[src/msob_pkg.sv]
package msob_pkg;

   // register indices; the byte address is four times the index
   localparam logic [15:0] IDX_VEL_UNIT = 16'h60A9;
   localparam logic [15:0] IDX_POS_OFFSET = 16'h60B0;
   localparam logic [15:0] IDX_SPD_OFFSET = 16'h60B1;
   localparam logic [15:0] IDX_TRQ_OFFSET = 16'h60B2;
   localparam logic [15:0] IDX_DEMAND_POS = 16'h60C1;
   localparam logic [15:0] IDX_PERIOD_VAL = 16'h60C2;
   localparam logic [15:0] IDX_PERIOD_EXP = 16'h60C3;
   localparam logic [15:0] IDX_STATUS = 16'h60D0;
   localparam logic [15:0] IDX_ACTIVE_TGT = 16'h60D1;
   localparam logic [15:0] IDX_CYCLE_US = 16'h60D2;

   // reset values
   localparam logic [31:0] RST_VEL_UNIT = 32'h00B44700;
   localparam logic [31:0] RST_OFFSET32 = 32'h00000000;
   localparam logic [15:0] RST_OFFSET16 = 16'h0000;
   localparam logic [31:0] RST_DEMAND = 32'h00000000;
   localparam logic [7:0] RST_PERIOD_VAL = 8'h01;
   localparam logic [7:0] RST_PERIOD_EXP = 8'hFD;

   // velocity unit word layout
   localparam int VEL_RSVD_MSB = 7;
   localparam int VEL_TIME_LSB = 8;
   localparam int VEL_POS_LSB = 16;
   localparam int VEL_EXP_LSB = 24;
   localparam int VEL_FIELD_W = 8;

   // status register bits
   localparam int ST_PENDING = 0;
   localparam int ST_EXP_NOT_MS = 1;
   localparam int ST_RANGE_ERR = 2;

   // interpolation time base
   localparam logic signed [7:0] EXP_MS = 8'hFD;
   localparam logic signed [7:0] EXP_MIN = 8'hFA;
   localparam logic signed [7:0] EXP_MAX = 8'h00;
   localparam logic signed [7:0] EXP_US_BIAS = 8'h06;
   localparam logic [31:0] US_PER_MS = 32'h000003E8;

   localparam int unsigned ADDR_W_MIN = 18;

   typedef enum logic [3:0] {
      MSOB_R_NONE, MSOB_R_VEL, MSOB_R_POS, MSOB_R_SPD, MSOB_R_TRQ, MSOB_R_DEMAND,
      MSOB_R_PVAL, MSOB_R_PEXP, MSOB_R_STATUS, MSOB_R_ACTIVE, MSOB_R_CYCLE
   } msob_reg_t;

   // set values in, corrected commands out
   typedef struct packed {
      logic signed [31:0] position;
      logic signed [31:0] speed;
      logic signed [15:0] torque;
   } msob_setpoint_t;

   typedef struct packed {
      logic [7:0] exponent;
      logic [7:0] pos_unit;
      logic [7:0] time_unit;
   } msob_vel_unit_t;

   function automatic logic [31:0] msob_byte_addr(input logic [15:0] idx);
      return {14'h0000, idx, 2'h0};
   endfunction

endpackage

[src/msob_bank.sv]
`timescale 1ns/1ps
`default_nettype none
module msob_bank
   import msob_pkg::*;
#(
   parameter int unsigned ADDR_W = 32
)
(
   input wire logic ref_clk,
   input wire logic srst,
   input wire logic ce,
   input wire logic hsel,
   input wire logic [ADDR_W-1:0] haddr,
   input wire logic [1:0] htrans,
   input wire logic hwrite,
   input wire logic [2:0] hsize,
   input wire logic [31:0] hwdata,
   input wire logic hready,
   output logic [31:0] hrdata,
   output logic hreadyout,
   output logic hresp,
   input wire msob_setpoint_t setpoint_in,
   input wire logic ip_mode_active,
   input wire logic sync_pin,
   output msob_setpoint_t cmd_out,
   output msob_vel_unit_t vel_unit,
   output logic [31:0] interp_target,
   output logic interp_target_valid,
   output logic [31:0] cycle_time_us
);

   if (ADDR_W < ADDR_W_MIN) begin : g_bad_addr_w
      $error("ADDR_W too narrow for the register map");
   end

   // register file
   logic [31:0] vel_unit_word, next_vel_unit_word;
   logic signed [31:0] position_setpoint_offset, next_position_setpoint_offset;
   logic signed [31:0] speed_setpoint_offset, next_speed_setpoint_offset;
   logic signed [15:0] torque_setpoint_offset, next_torque_setpoint_offset;
   logic [31:0] interp_demand_position, next_interp_demand_position;
   logic [7:0] interp_period_value, next_interp_period_value;
   logic signed [7:0] interp_period_exponent, next_interp_period_exponent;

   // bus state
   logic wr_act, next_wr_act;
   msob_reg_t wr_sel, next_wr_sel, addr_sel;
   logic addr_ok;
   logic [31:0] next_hrdata;

   // datapath outputs
   msob_setpoint_t next_cmd_out;
   msob_vel_unit_t next_vel_unit;

   // submodule results
   logic demand_pending, range_err, exp_not_ms, demand_load;
   logic [31:0] status_word;

   function automatic msob_reg_t decode(input logic [ADDR_W-1:0] a);
      logic [31:0] a32;
      a32 = 32'(a);
      if (a32 == msob_byte_addr(IDX_VEL_UNIT)) return MSOB_R_VEL;
      else if (a32 == msob_byte_addr(IDX_POS_OFFSET)) return MSOB_R_POS;
      else if (a32 == msob_byte_addr(IDX_SPD_OFFSET)) return MSOB_R_SPD;
      else if (a32 == msob_byte_addr(IDX_TRQ_OFFSET)) return MSOB_R_TRQ;
      else if (a32 == msob_byte_addr(IDX_DEMAND_POS)) return MSOB_R_DEMAND;
      else if (a32 == msob_byte_addr(IDX_PERIOD_VAL)) return MSOB_R_PVAL;
      else if (a32 == msob_byte_addr(IDX_PERIOD_EXP)) return MSOB_R_PEXP;
      else if (a32 == msob_byte_addr(IDX_STATUS)) return MSOB_R_STATUS;
      else if (a32 == msob_byte_addr(IDX_ACTIVE_TGT)) return MSOB_R_ACTIVE;
      else if (a32 == msob_byte_addr(IDX_CYCLE_US)) return MSOB_R_CYCLE;
      else return MSOB_R_NONE;
   endfunction

   // torque clamps at the int16 limits rather than wrapping sign
   function automatic logic signed [15:0] sat_add16(input logic signed [15:0] a,
                                                    input logic signed [15:0] b);
      logic signed [16:0] s;
      s = 17'(a) + 17'(b);
      if (s[16] != s[15]) return s[16] ? 16'sh8000 : 16'sh7FFF;
      else return s[15:0];
   endfunction

   // address phase decode
   always_comb begin
      addr_ok = hsel && hready && htrans[1];
      addr_sel = decode(haddr);
      next_wr_act = addr_ok && hwrite;
      next_wr_sel = addr_ok ? addr_sel : MSOB_R_NONE;
      demand_load = wr_act && (wr_sel == MSOB_R_DEMAND);
   end

   // data phase writes; read-only and unmapped targets ignore data
   always_comb begin
      next_vel_unit_word = vel_unit_word;
      next_position_setpoint_offset = position_setpoint_offset;
      next_speed_setpoint_offset = speed_setpoint_offset;
      next_torque_setpoint_offset = torque_setpoint_offset;
      next_interp_demand_position = interp_demand_position;
      next_interp_period_value = interp_period_value;
      next_interp_period_exponent = interp_period_exponent;
      if (wr_act) begin
         case (wr_sel)
            MSOB_R_VEL: begin
               next_vel_unit_word = {hwdata[31:VEL_TIME_LSB], 8'h00};
            end
            MSOB_R_POS: next_position_setpoint_offset = hwdata;
            MSOB_R_SPD: next_speed_setpoint_offset = hwdata;
            MSOB_R_TRQ: next_torque_setpoint_offset = hwdata[15:0];
            MSOB_R_DEMAND: next_interp_demand_position = hwdata;
            MSOB_R_PVAL: next_interp_period_value = hwdata[7:0];
            MSOB_R_PEXP: next_interp_period_exponent = hwdata[7:0];
            default: ;
         endcase
      end
   end

   // read mux uses next values so a read right behind a write sees it
   always_comb begin
      status_word = 32'h00000000;
      status_word[ST_PENDING] = demand_pending;
      status_word[ST_EXP_NOT_MS] = exp_not_ms;
      status_word[ST_RANGE_ERR] = range_err;
      next_hrdata = 32'h00000000;
      if (addr_ok && !hwrite) begin
         case (addr_sel)
            MSOB_R_VEL: next_hrdata = next_vel_unit_word;
            MSOB_R_POS: next_hrdata = next_position_setpoint_offset;
            MSOB_R_SPD: next_hrdata = next_speed_setpoint_offset;
            MSOB_R_TRQ: next_hrdata = {16'h0000, next_torque_setpoint_offset};
            MSOB_R_DEMAND: next_hrdata = next_interp_demand_position;
            MSOB_R_PVAL: next_hrdata = {24'h000000, next_interp_period_value};
            MSOB_R_PEXP: next_hrdata = {24'h000000, next_interp_period_exponent};
            MSOB_R_STATUS: next_hrdata = status_word;
            MSOB_R_ACTIVE: next_hrdata = interp_target;
            MSOB_R_CYCLE: next_hrdata = cycle_time_us;
            default: next_hrdata = 32'h00000000;
         endcase
      end
   end

   // offset adders: corrected commands, one cycle behind the set values
   always_comb begin
      next_cmd_out.position = setpoint_in.position + position_setpoint_offset;
      next_cmd_out.speed = setpoint_in.speed + speed_setpoint_offset;
      next_cmd_out.torque = sat_add16(setpoint_in.torque, torque_setpoint_offset);
      next_vel_unit.exponent = vel_unit_word[VEL_EXP_LSB +: VEL_FIELD_W];
      next_vel_unit.pos_unit = vel_unit_word[VEL_POS_LSB +: VEL_FIELD_W];
      next_vel_unit.time_unit = vel_unit_word[VEL_TIME_LSB +: VEL_FIELD_W];
   end

   // registers; ready and response never change, zero wait states
   always_ff @(posedge ref_clk) begin
      if (srst) begin
         vel_unit_word <= RST_VEL_UNIT;
         position_setpoint_offset <= RST_OFFSET32;
         speed_setpoint_offset <= RST_OFFSET32;
         torque_setpoint_offset <= RST_OFFSET16;
         interp_demand_position <= RST_DEMAND;
         interp_period_value <= RST_PERIOD_VAL;
         interp_period_exponent <= RST_PERIOD_EXP;
         wr_act <= 1'b0;
         wr_sel <= MSOB_R_NONE;
         hrdata <= 32'h00000000;
         hreadyout <= 1'b1;
         hresp <= 1'b0;
         cmd_out <= '0;
         vel_unit <= '0;
      end else if (ce) begin
         vel_unit_word <= next_vel_unit_word;
         position_setpoint_offset <= next_position_setpoint_offset;
         speed_setpoint_offset <= next_speed_setpoint_offset;
         torque_setpoint_offset <= next_torque_setpoint_offset;
         interp_demand_position <= next_interp_demand_position;
         interp_period_value <= next_interp_period_value;
         interp_period_exponent <= next_interp_period_exponent;
         wr_act <= next_wr_act;
         wr_sel <= next_wr_sel;
         hrdata <= next_hrdata;
         cmd_out <= next_cmd_out;
         vel_unit <= next_vel_unit;
      end
   end

   // sync pin is asynchronous; the capture block synchronises it
   msob_sync_capture u_capture (
      .ref_clk(ref_clk),
      .srst(srst),
      .ce(ce),
      .sync_pin(sync_pin),
      .load(demand_load),
      .demand(interp_demand_position),
      .mode_active(ip_mode_active),
      .target(interp_target),
      .target_valid(interp_target_valid),
      .pending(demand_pending)
   );

   msob_cycle_time u_cycle (
      .ref_clk(ref_clk),
      .srst(srst),
      .ce(ce),
      .period_value(interp_period_value),
      .period_exp(interp_period_exponent),
      .cycle_us(cycle_time_us),
      .range_err(range_err),
      .exp_not_ms(exp_not_ms)
   );

   chk_vel_rsvd_zero: assert property (@(posedge ref_clk) disable iff (srst)
      vel_unit_word[VEL_RSVD_MSB:0] == 8'h00) else $error("velocity low byte not zero");

   chk_vel_fields: assert property (@(posedge ref_clk) disable iff (srst)
      ce && wr_act && wr_sel == MSOB_R_VEL |=>
         vel_unit_word[31:VEL_TIME_LSB] == $past(hwdata[31:VEL_TIME_LSB]) ##1
         (!$past(ce) ||
          vel_unit.time_unit == $past(vel_unit_word[VEL_TIME_LSB +: VEL_FIELD_W])))
      else $error("velocity fields not stored");

   chk_pos_offset: assert property (@(posedge ref_clk) disable iff (srst)
      ce |=> cmd_out.position == $past(setpoint_in.position) + $past(position_setpoint_offset))
      else $error("position offset not applied");

   chk_spd_offset: assert property (@(posedge ref_clk) disable iff (srst)
      ce |=> cmd_out.speed == $past(setpoint_in.speed) + $past(speed_setpoint_offset))
      else $error("speed offset not applied");

   chk_trq_offset: assert property (@(posedge ref_clk) disable iff (srst)
      ce && setpoint_in.torque[15] != torque_setpoint_offset[15] |=>
         cmd_out.torque == $past(setpoint_in.torque) + $past(torque_setpoint_offset))
      else $error("torque offset not applied");

   chk_ahb_okay: assert property (@(posedge ref_clk) disable iff (srst)
      hreadyout && !hresp) else $error("slave left OKAY zero-wait");

   chk_demand_shadow: assert property (@(posedge ref_clk) disable iff (srst)
      ce && demand_load |=> interp_target == $past(interp_target) ||
         (interp_target_valid && interp_target == $past(interp_demand_position)))
      else $error("demand write reached target early");

   // register side: writes land, reads return the stored, status or cycle word; then torque saturation and velocity lag
   chk_hrdata_idle: assert property (@(posedge ref_clk) disable iff (srst)
      ce && !(addr_ok && !hwrite) |=> hrdata == 32'h00000000)
      else $error("read data not zero outside a read");

   chk_read_vel: assert property (@(posedge ref_clk) disable iff (srst)
      ce && addr_ok && !hwrite && addr_sel == MSOB_R_VEL |=> hrdata == vel_unit_word)
      else $error("velocity word read back wrong");

   chk_read_trq: assert property (@(posedge ref_clk) disable iff (srst)
      ce && addr_ok && !hwrite && addr_sel == MSOB_R_TRQ |=>
         hrdata == {16'h0000, torque_setpoint_offset})
      else $error("torque word read back wrong");

   chk_read_cycle: assert property (@(posedge ref_clk) disable iff (srst)
      ce && addr_ok && !hwrite && addr_sel == MSOB_R_CYCLE |=> hrdata == $past(cycle_time_us))
      else $error("cycle time read back wrong");

   chk_read_status: assert property (@(posedge ref_clk) disable iff (srst)
      ce && addr_ok && !hwrite && addr_sel == MSOB_R_STATUS |=> hrdata == $past(status_word))
      else $error("status read back wrong");

   chk_write_pos: assert property (@(posedge ref_clk) disable iff (srst)
      ce && wr_act && wr_sel == MSOB_R_POS |=> position_setpoint_offset == $past(hwdata))
      else $error("position word write lost");

   chk_write_spd: assert property (@(posedge ref_clk) disable iff (srst)
      ce && wr_act && wr_sel == MSOB_R_SPD |=> speed_setpoint_offset == $past(hwdata))
      else $error("speed word write lost");

   chk_write_trq: assert property (@(posedge ref_clk) disable iff (srst)
      ce && wr_act && wr_sel == MSOB_R_TRQ |=> torque_setpoint_offset == $past(hwdata[15:0]))
      else $error("torque word write lost");

   chk_write_demand: assert property (@(posedge ref_clk) disable iff (srst)
      ce && demand_load |=> interp_demand_position == $past(hwdata))
      else $error("demand write lost");

   chk_write_pval: assert property (@(posedge ref_clk) disable iff (srst)
      ce && wr_act && wr_sel == MSOB_R_PVAL |=> interp_period_value == $past(hwdata[7:0]))
      else $error("period value write lost");

   chk_write_pexp: assert property (@(posedge ref_clk) disable iff (srst)
      ce && wr_act && wr_sel == MSOB_R_PEXP |=> interp_period_exponent == $past(hwdata[7:0]))
      else $error("period exponent write lost");

   chk_trq_sat_hi: assert property (@(posedge ref_clk) disable iff (srst)
      ce && !setpoint_in.torque[15] && !torque_setpoint_offset[15] |=> !cmd_out.torque[15])
      else $error("positive torque sum wrapped");

   chk_trq_sat_lo: assert property (@(posedge ref_clk) disable iff (srst)
      ce && setpoint_in.torque[15] && torque_setpoint_offset[15] |=> cmd_out.torque[15])
      else $error("negative torque sum wrapped");

   chk_vel_out_lag: assert property (@(posedge ref_clk) disable iff (srst)
      ce |=> vel_unit == $past(vel_unit_word[31:VEL_TIME_LSB]))
      else $error("velocity fields out of step");

endmodule
`default_nettype wire

[src/msob_sync_capture.sv]
`timescale 1ns/1ps
`default_nettype none
module msob_sync_capture
   import msob_pkg::*;
(
   input wire logic ref_clk,
   input wire logic srst,
   input wire logic ce,
   input wire logic sync_pin,
   input wire logic load,
   input wire logic [31:0] demand,
   input wire logic mode_active,
   output logic [31:0] target,
   output logic target_valid,
   output logic pending
);

   logic sync_ff1, sync_ff2, sync_prev;
   logic [31:0] next_target;
   logic next_target_valid, next_pending, capture;

   // capture only on a rising sync instant while interpolating
   always_comb begin
      capture = sync_ff2 && !sync_prev && mode_active;
      next_target = capture ? demand : target;
      next_target_valid = capture;
      // a write in the capture cycle keeps pending: set wins
      next_pending = load ? 1'b1 : (capture ? 1'b0 : pending);
   end

   always_ff @(posedge ref_clk) begin
      if (srst) begin
         sync_ff1 <= 1'b0;
         sync_ff2 <= 1'b0;
         sync_prev <= 1'b0;
         target <= RST_DEMAND;
         target_valid <= 1'b0;
         pending <= 1'b0;
      end else if (ce) begin
         sync_ff1 <= sync_pin;
         sync_ff2 <= sync_ff1;
         sync_prev <= sync_ff2;
         target <= next_target;
         target_valid <= next_target_valid;
         pending <= next_pending;
      end
   end

   chk_target_hold: assert property (@(posedge ref_clk) disable iff (srst)
      $changed(target) |-> $past(capture)) else $error("target moved without sync");

   chk_target_mode: assert property (@(posedge ref_clk) disable iff (srst)
      target_valid |-> $past(mode_active) && target == $past(demand))
      else $error("target not taken from demand in mode");

   chk_capture_lat: assert property (@(posedge ref_clk) disable iff (srst)
      ce && sync_ff2 && !sync_prev && mode_active |=> target_valid)
      else $error("sync instant did not capture");

endmodule
`default_nettype wire

[src/msob_cycle_time.sv]
`timescale 1ns/1ps
`default_nettype none
module msob_cycle_time
   import msob_pkg::*;
(
   input wire logic ref_clk,
   input wire logic srst,
   input wire logic ce,
   input wire logic [7:0] period_value,
   input wire logic signed [7:0] period_exp,
   output logic [31:0] cycle_us,
   output logic range_err,
   output logic exp_not_ms
);

   logic [31:0] next_cycle_us;
   logic next_range_err, next_exp_not_ms, in_range;
   logic signed [7:0] shift;

   function automatic logic [31:0] pow10(input logic [2:0] k);
      case (k)
         3'h0: return 32'h00000001;
         3'h1: return 32'h0000000A;
         3'h2: return 32'h00000064;
         3'h3: return 32'h000003E8;
         3'h4: return 32'h00002710;
         3'h5: return 32'h000186A0;
         3'h6: return 32'h000F4240;
         default: return 32'h00000000;
      endcase
   endfunction

   // value * 10^exp seconds, in microseconds; sub-us bases are refused
   always_comb begin
      in_range = (period_exp >= EXP_MIN) && (period_exp <= EXP_MAX);
      shift = period_exp + EXP_US_BIAS;
      next_cycle_us = in_range ? 32'({24'h000000, period_value} * pow10(shift[2:0]))
                               : 32'h00000000;
      next_range_err = !in_range;
      next_exp_not_ms = (period_exp != EXP_MS);
   end

   always_ff @(posedge ref_clk) begin
      if (srst) begin
         cycle_us <= US_PER_MS;
         range_err <= 1'b0;
         exp_not_ms <= 1'b0;
      end else if (ce) begin
         cycle_us <= next_cycle_us;
         range_err <= next_range_err;
         exp_not_ms <= next_exp_not_ms;
      end
   end

   chk_cycle_ms: assert property (@(posedge ref_clk) disable iff (srst)
      ce && period_exp == EXP_MS |=>
         cycle_us == 32'({24'h000000, $past(period_value)} * US_PER_MS))
      else $error("millisecond cycle time wrong");

   chk_exp_flag: assert property (@(posedge ref_clk) disable iff (srst)
      ce |=> exp_not_ms == ($past(period_exp) != EXP_MS))
      else $error("time base flag wrong");

endmodule
`default_nettype wire

[config.mk]
export PLATFORM = sky130hd
export DESIGN_NAME = msob_bank
export DESIGN_NICKNAME = d
export VERILOG_FILES = /design/src/msob_pkg.sv /design/src/msob_bank.sv /design/src/msob_sync_capture.sv /design/src/msob_cycle_time.sv
export SDC_FILE = /design/constraint.sdc
export NUM_CORES = 1
export LEC_CHECK = 0
export BUFFER_PORTS_ARGS = -buffer_cell sky130_fd_sc_hd__clkbuf_2
export CAP_MARGIN = 0
export CORE_UTILIZATION = 59
export DETAILED_ROUTE_END_ITERATION = 16
export PLACE_DENSITY = 0.82
export RECOVER_POWER = 100
export SLEW_MARGIN = 20
export SYNTH_ARGS = -nofsm -noshare
export SYNTH_HDL_FRONTEND = slang
export SYNTH_HIERARCHICAL = 1
export SYNTH_SLANG_ARGS = --single-unit
[constraint.sdc]
create_clock -name ref_clk -period 7.7 [get_ports ref_clk]
set_input_delay 0.77 -clock ref_clk [delete_from_list [all_inputs] [get_ports ref_clk]]
set_output_delay 0.77 -clock ref_clk [all_outputs]
set_load 0.01 [all_outputs]
==> results_dict.tcl <==
set metrics [dict create \
    p_comb_share_pct 9.1 \
    clock-sinks 370 \
    r2r-end "u_cycle/cycle_us[29]" \
    violations "capacitance limit, slew limit" \
    cts-root-buf "clkbuf_16" \
    hpwl_mm 62.1 \
    setup_viol_count_final 0 \
    cts_buffer_depth 3 \
    critPathLaunchType "register" \
    p_per_area_nw_per_um2 158 \
    p_leak_nw 11.7 \
    grt_pass1_wl_mm 128 \
    synth_top_area_share_pct 29.5 \
    regArea_sq_um 7410 \
    nets 3626 \
    ant_nets 0 \
    vias 23900 \
    placed_area_sq_um 27000 \
    grt_max_degree 179 \
    htree_levels 2 \
    first_pass_iters 7 \
    synthesis.instances 2998 \
    final_cells 3807 \
    drt_iter0_markers 2502 \
    yosysWarnings 6 \
    critPathKind "reg -> reg" \
    synth.avg_cell_area_sq_um 8.37 \
    synth_seq_cells 370 \
    min_period_ps 7020 \
    outcome "complete, but fails checks" \
    drive_above_1_share_pct 11.2 \
    finish.instance_area_sq_um 28100 \
    synthFlopType "dfxtp_1" \
    cts_setup_buffers 0 \
    place_congestion 0.996 \
    clkTransAtPathRegs_ps 60 \
    startpoint "interp_period_exponent[1]" \
    cts_buffers 42 \
    place_inst 3726 \
    end_kind "register" \
    yosysSeqAreaShare_pct 29.5 \
    fmaxAchievable_mhz 142 \
    hold_viol 0 \
    hp-class "in -> reg" \
    hold_path_startpoint "sync_pin" \
    start_util_pct 59.8 \
    cts_resized 0 \
    rsz0062_at_grt "false" \
    grt_use_total_pct 37.3 \
    swShare_pct 26.4 \
    slew_headroom_pct -268 \
    synthDistinctLibCells 94 \
    clk_latency_ps 590 \
    cts_tree "yes" \
    clkPwrFrac_pct 46.3 \
    peakVddDrop_v 0.000200 \
    routed_wl_mm 82.4 \
    critPathMaxFanout 18 \
    finClkSkew_ps 26.5 \
    p_seq_share_pct 44.6 \
    routed_via_density 6.28 \
    ys_async_sr_fraction_pct 0 \
    rrSetupSlack_ps 680 \
    power.internal_w 0.00328 \
    fp.dieH_um 208 \
    coreArea_sq_um 41900 \
    grt_overflow 0 \
    io_pins 360 \
    die_w_um 208 \
    die-area_sq_um 43400 \
    synth_area_sq_um 25100 \
    synth_edf_count 0 \
    p_sw_w 0.00117 \
    port_buffers 351 \
    maxCapViolations 2 \
    synth_top_area_cell "dfxtp_1" \
    post-route-drc-count 0 \
    synthTopCellsByArea "dfxtp_1, fa_1, mux2i_1, ha_1, nand2_1" \
    wl_per_cell_um 21.6 \
    hold_buffers 0 \
    area_growth_pct 12.2 \
    worstMarginPinSlew_ps 5520 \
    cp.arrival_ps 7470 \
    endpoint "u_cycle/cycle_us[29]" \
    finish.utilization_pct 67.1 \
    multi_input_area_sq_um 16300 \
    grt_pass1_vias 22800 \
    slew_viol_final 177 \
    fin_tns_setup_ps 0 \
    critPathRequiredTime_ps 8150 \
    rows 75 \
    r2r-start "interp_period_exponent[1]" \
    period_share_pct 91.2 \
    rr_worst_depth 20 \
    nFillCells 3594 \
    antenna_found_initial 3 \
]
layout by cell type (no fill, tap or decap), types with 13 or more instances in the layout:
master / count
nand4_1: 22
fa_1: 95
o21ai_0: 125
dfxtp_1: 370
o21a_1: 14
clkbuf_1: 210
nor2b_1: 14
and2_1: 62
a21o_1: 42
clkbuf_2: 150
nand2b_1: 83
xnor2_1: 38
a221oi_1: 18
mux2_2: 52
buf_4: 23
nand2_1: 437
clkbuf_16: 43
nor3_1: 30
or2_2: 13
and3_1: 47
nand3_1: 71
o221a_2: 14
a222oi_1: 18
a211oi_1: 38
a21oi_1: 266
inv_1: 148
mux2i_1: 188
nor4b_1: 18
nor2_1: 185
o221ai_1: 26
xor2_1: 42
o22ai_1: 18
ha_1: 143
final cells by class:
class / instances / area share (%)
Multi-Input combinational cell: 2288 / 58.0
Inverter: 148 / 1.97
Sequential cell: 370 / 26.3
Tap cell: 539 / 2.40
Clock inverter: 24 / 0.916
Clock buffer: 53 / 4.06
Antenna cell: 4 / 0.0356
Timing Repair Buffer: 381 / 6.32
synthesized netlist by cell type (all sizes together) (27+ instances only):
library cell	number
o221ai	27
inv	148
xnor2	38
a211oi	40
nor2	188
xor2	42
nor3	34
nand2b	84
mux2i	188
o21ai	126
nand2	439
a21oi	268
mux2	52
buf	36
and2	65
a21o	43
dfxtp	370
ha	143
and3	48
clkbuf	157
nand3	71
fa	95
state kept, by name (all words and copies together) (netlist names):
| register | cells |
|---|---|
| wr_sel | 4 |
| vel_unit | 24 |
| interp_period_value | 8 |
| u_cycle/cycle_us | 30 |
| torque_setpoint_offset | 16 |
| interp_period_exponent | 8 |
| interp_demand_position | 32 |
| position_setpoint_offset | 32 |
| vel_unit_word | 32 |
| u_capture/pending | 1 |
| u_capture/sync_ff1 | 1 |
| wr_act | 1 |
| u_capture/target_valid | 1 |
| cmd_out | 80 |
| u_cycle/exp_not_ms | 1 |
| u_cycle/range_err | 1 |
| u_capture/sync_prev | 1 |
| u_capture/sync_ff2 | 1 |
| hrdata | 32 |
| u_capture/target | 32 |
| speed_setpoint_offset | 32 |
routing by layer:
layer	up-vias	global-route usage [%]	routed length, um	part of all wire (%)
li1	11000	-	-	-
met1	11500	49.6	34100	41
met2	1279	59.4	37000	45
met3	187	7.73	8050	9.8
met4	2	14.4	3270	4.0
met5	-	0	13	0.016
metrics by stage:
stage                     power [W]  setup slack (ps)  hold WS, ps
final                       0.00445               680          433
after global routing        0.00458               315          450
after CTS                   0.00446               949          412
after detailed placement    0.00243               974          444
after global placement      0.00241              1070          436
after floorplan             0.00226              2000          446
power groups by stage:
stage / registers [W] / logic [W] / clock network (W)
floorplan: 0.00203 / 0.000230 / 0
global placement: 0.00203 / 0.000386 / 0
detailed placement: 0.00203 / 0.000400 / 0
CTS: 0.00198 / 0.000402 / 0.00207
global route: 0.00199 / 0.000436 / 0.00216
finish: 0.00199 / 0.000404 / 0.00206
cells by family (layout without fill, tap and decap cells):
kind of cell	count (synthesis)	after routing	share of synthesized area, %
flip-flops	370	370	29.5
buffers and inverters	341	606	5.58
other	3	8	0.0449
AO/OA/AOI/OAI	683	683	17.6
XOR/XNOR	80	80	2.79
AND/OR/NAND/NOR	1043	1043	20.0
multiplexers	240	240	9.83
adder cells (fa/ha/maj)	238	238	14.7
worst min-delay path by stage:
stage	to	slack (ps)	depth (start not counted)
2_1_floorplan	u_cycle/range_err	450	2
4_1_cts	u_capture/sync_ff1	410	3
3_5_place_dp	cmd_out[75]	440	2
5_1_grt	u_capture/sync_ff1	450	3
3_3_place_gp	cmd_out[68]	440	2
6_report	u_capture/sync_ff1	430	3
critical path, cell delays in order, from the launching register on:
cell,delay (ps)
dfxtp_1,650
ha_1,500
inv_1,170
and3_1,350
and2_0,250
nand2b_1,220
or2_2,340
fa_1,510
fa_1,460
fa_1,530
inv_1,50
fa_1,480
inv_1,40
ha_1,340
a21oi_1,260
o211ai_1,160
a221oi_1,410
a32oi_1,370
a21boi_0,370
o21ai_0,140
a32o_1,270
(Power assumes the default switching activity.)
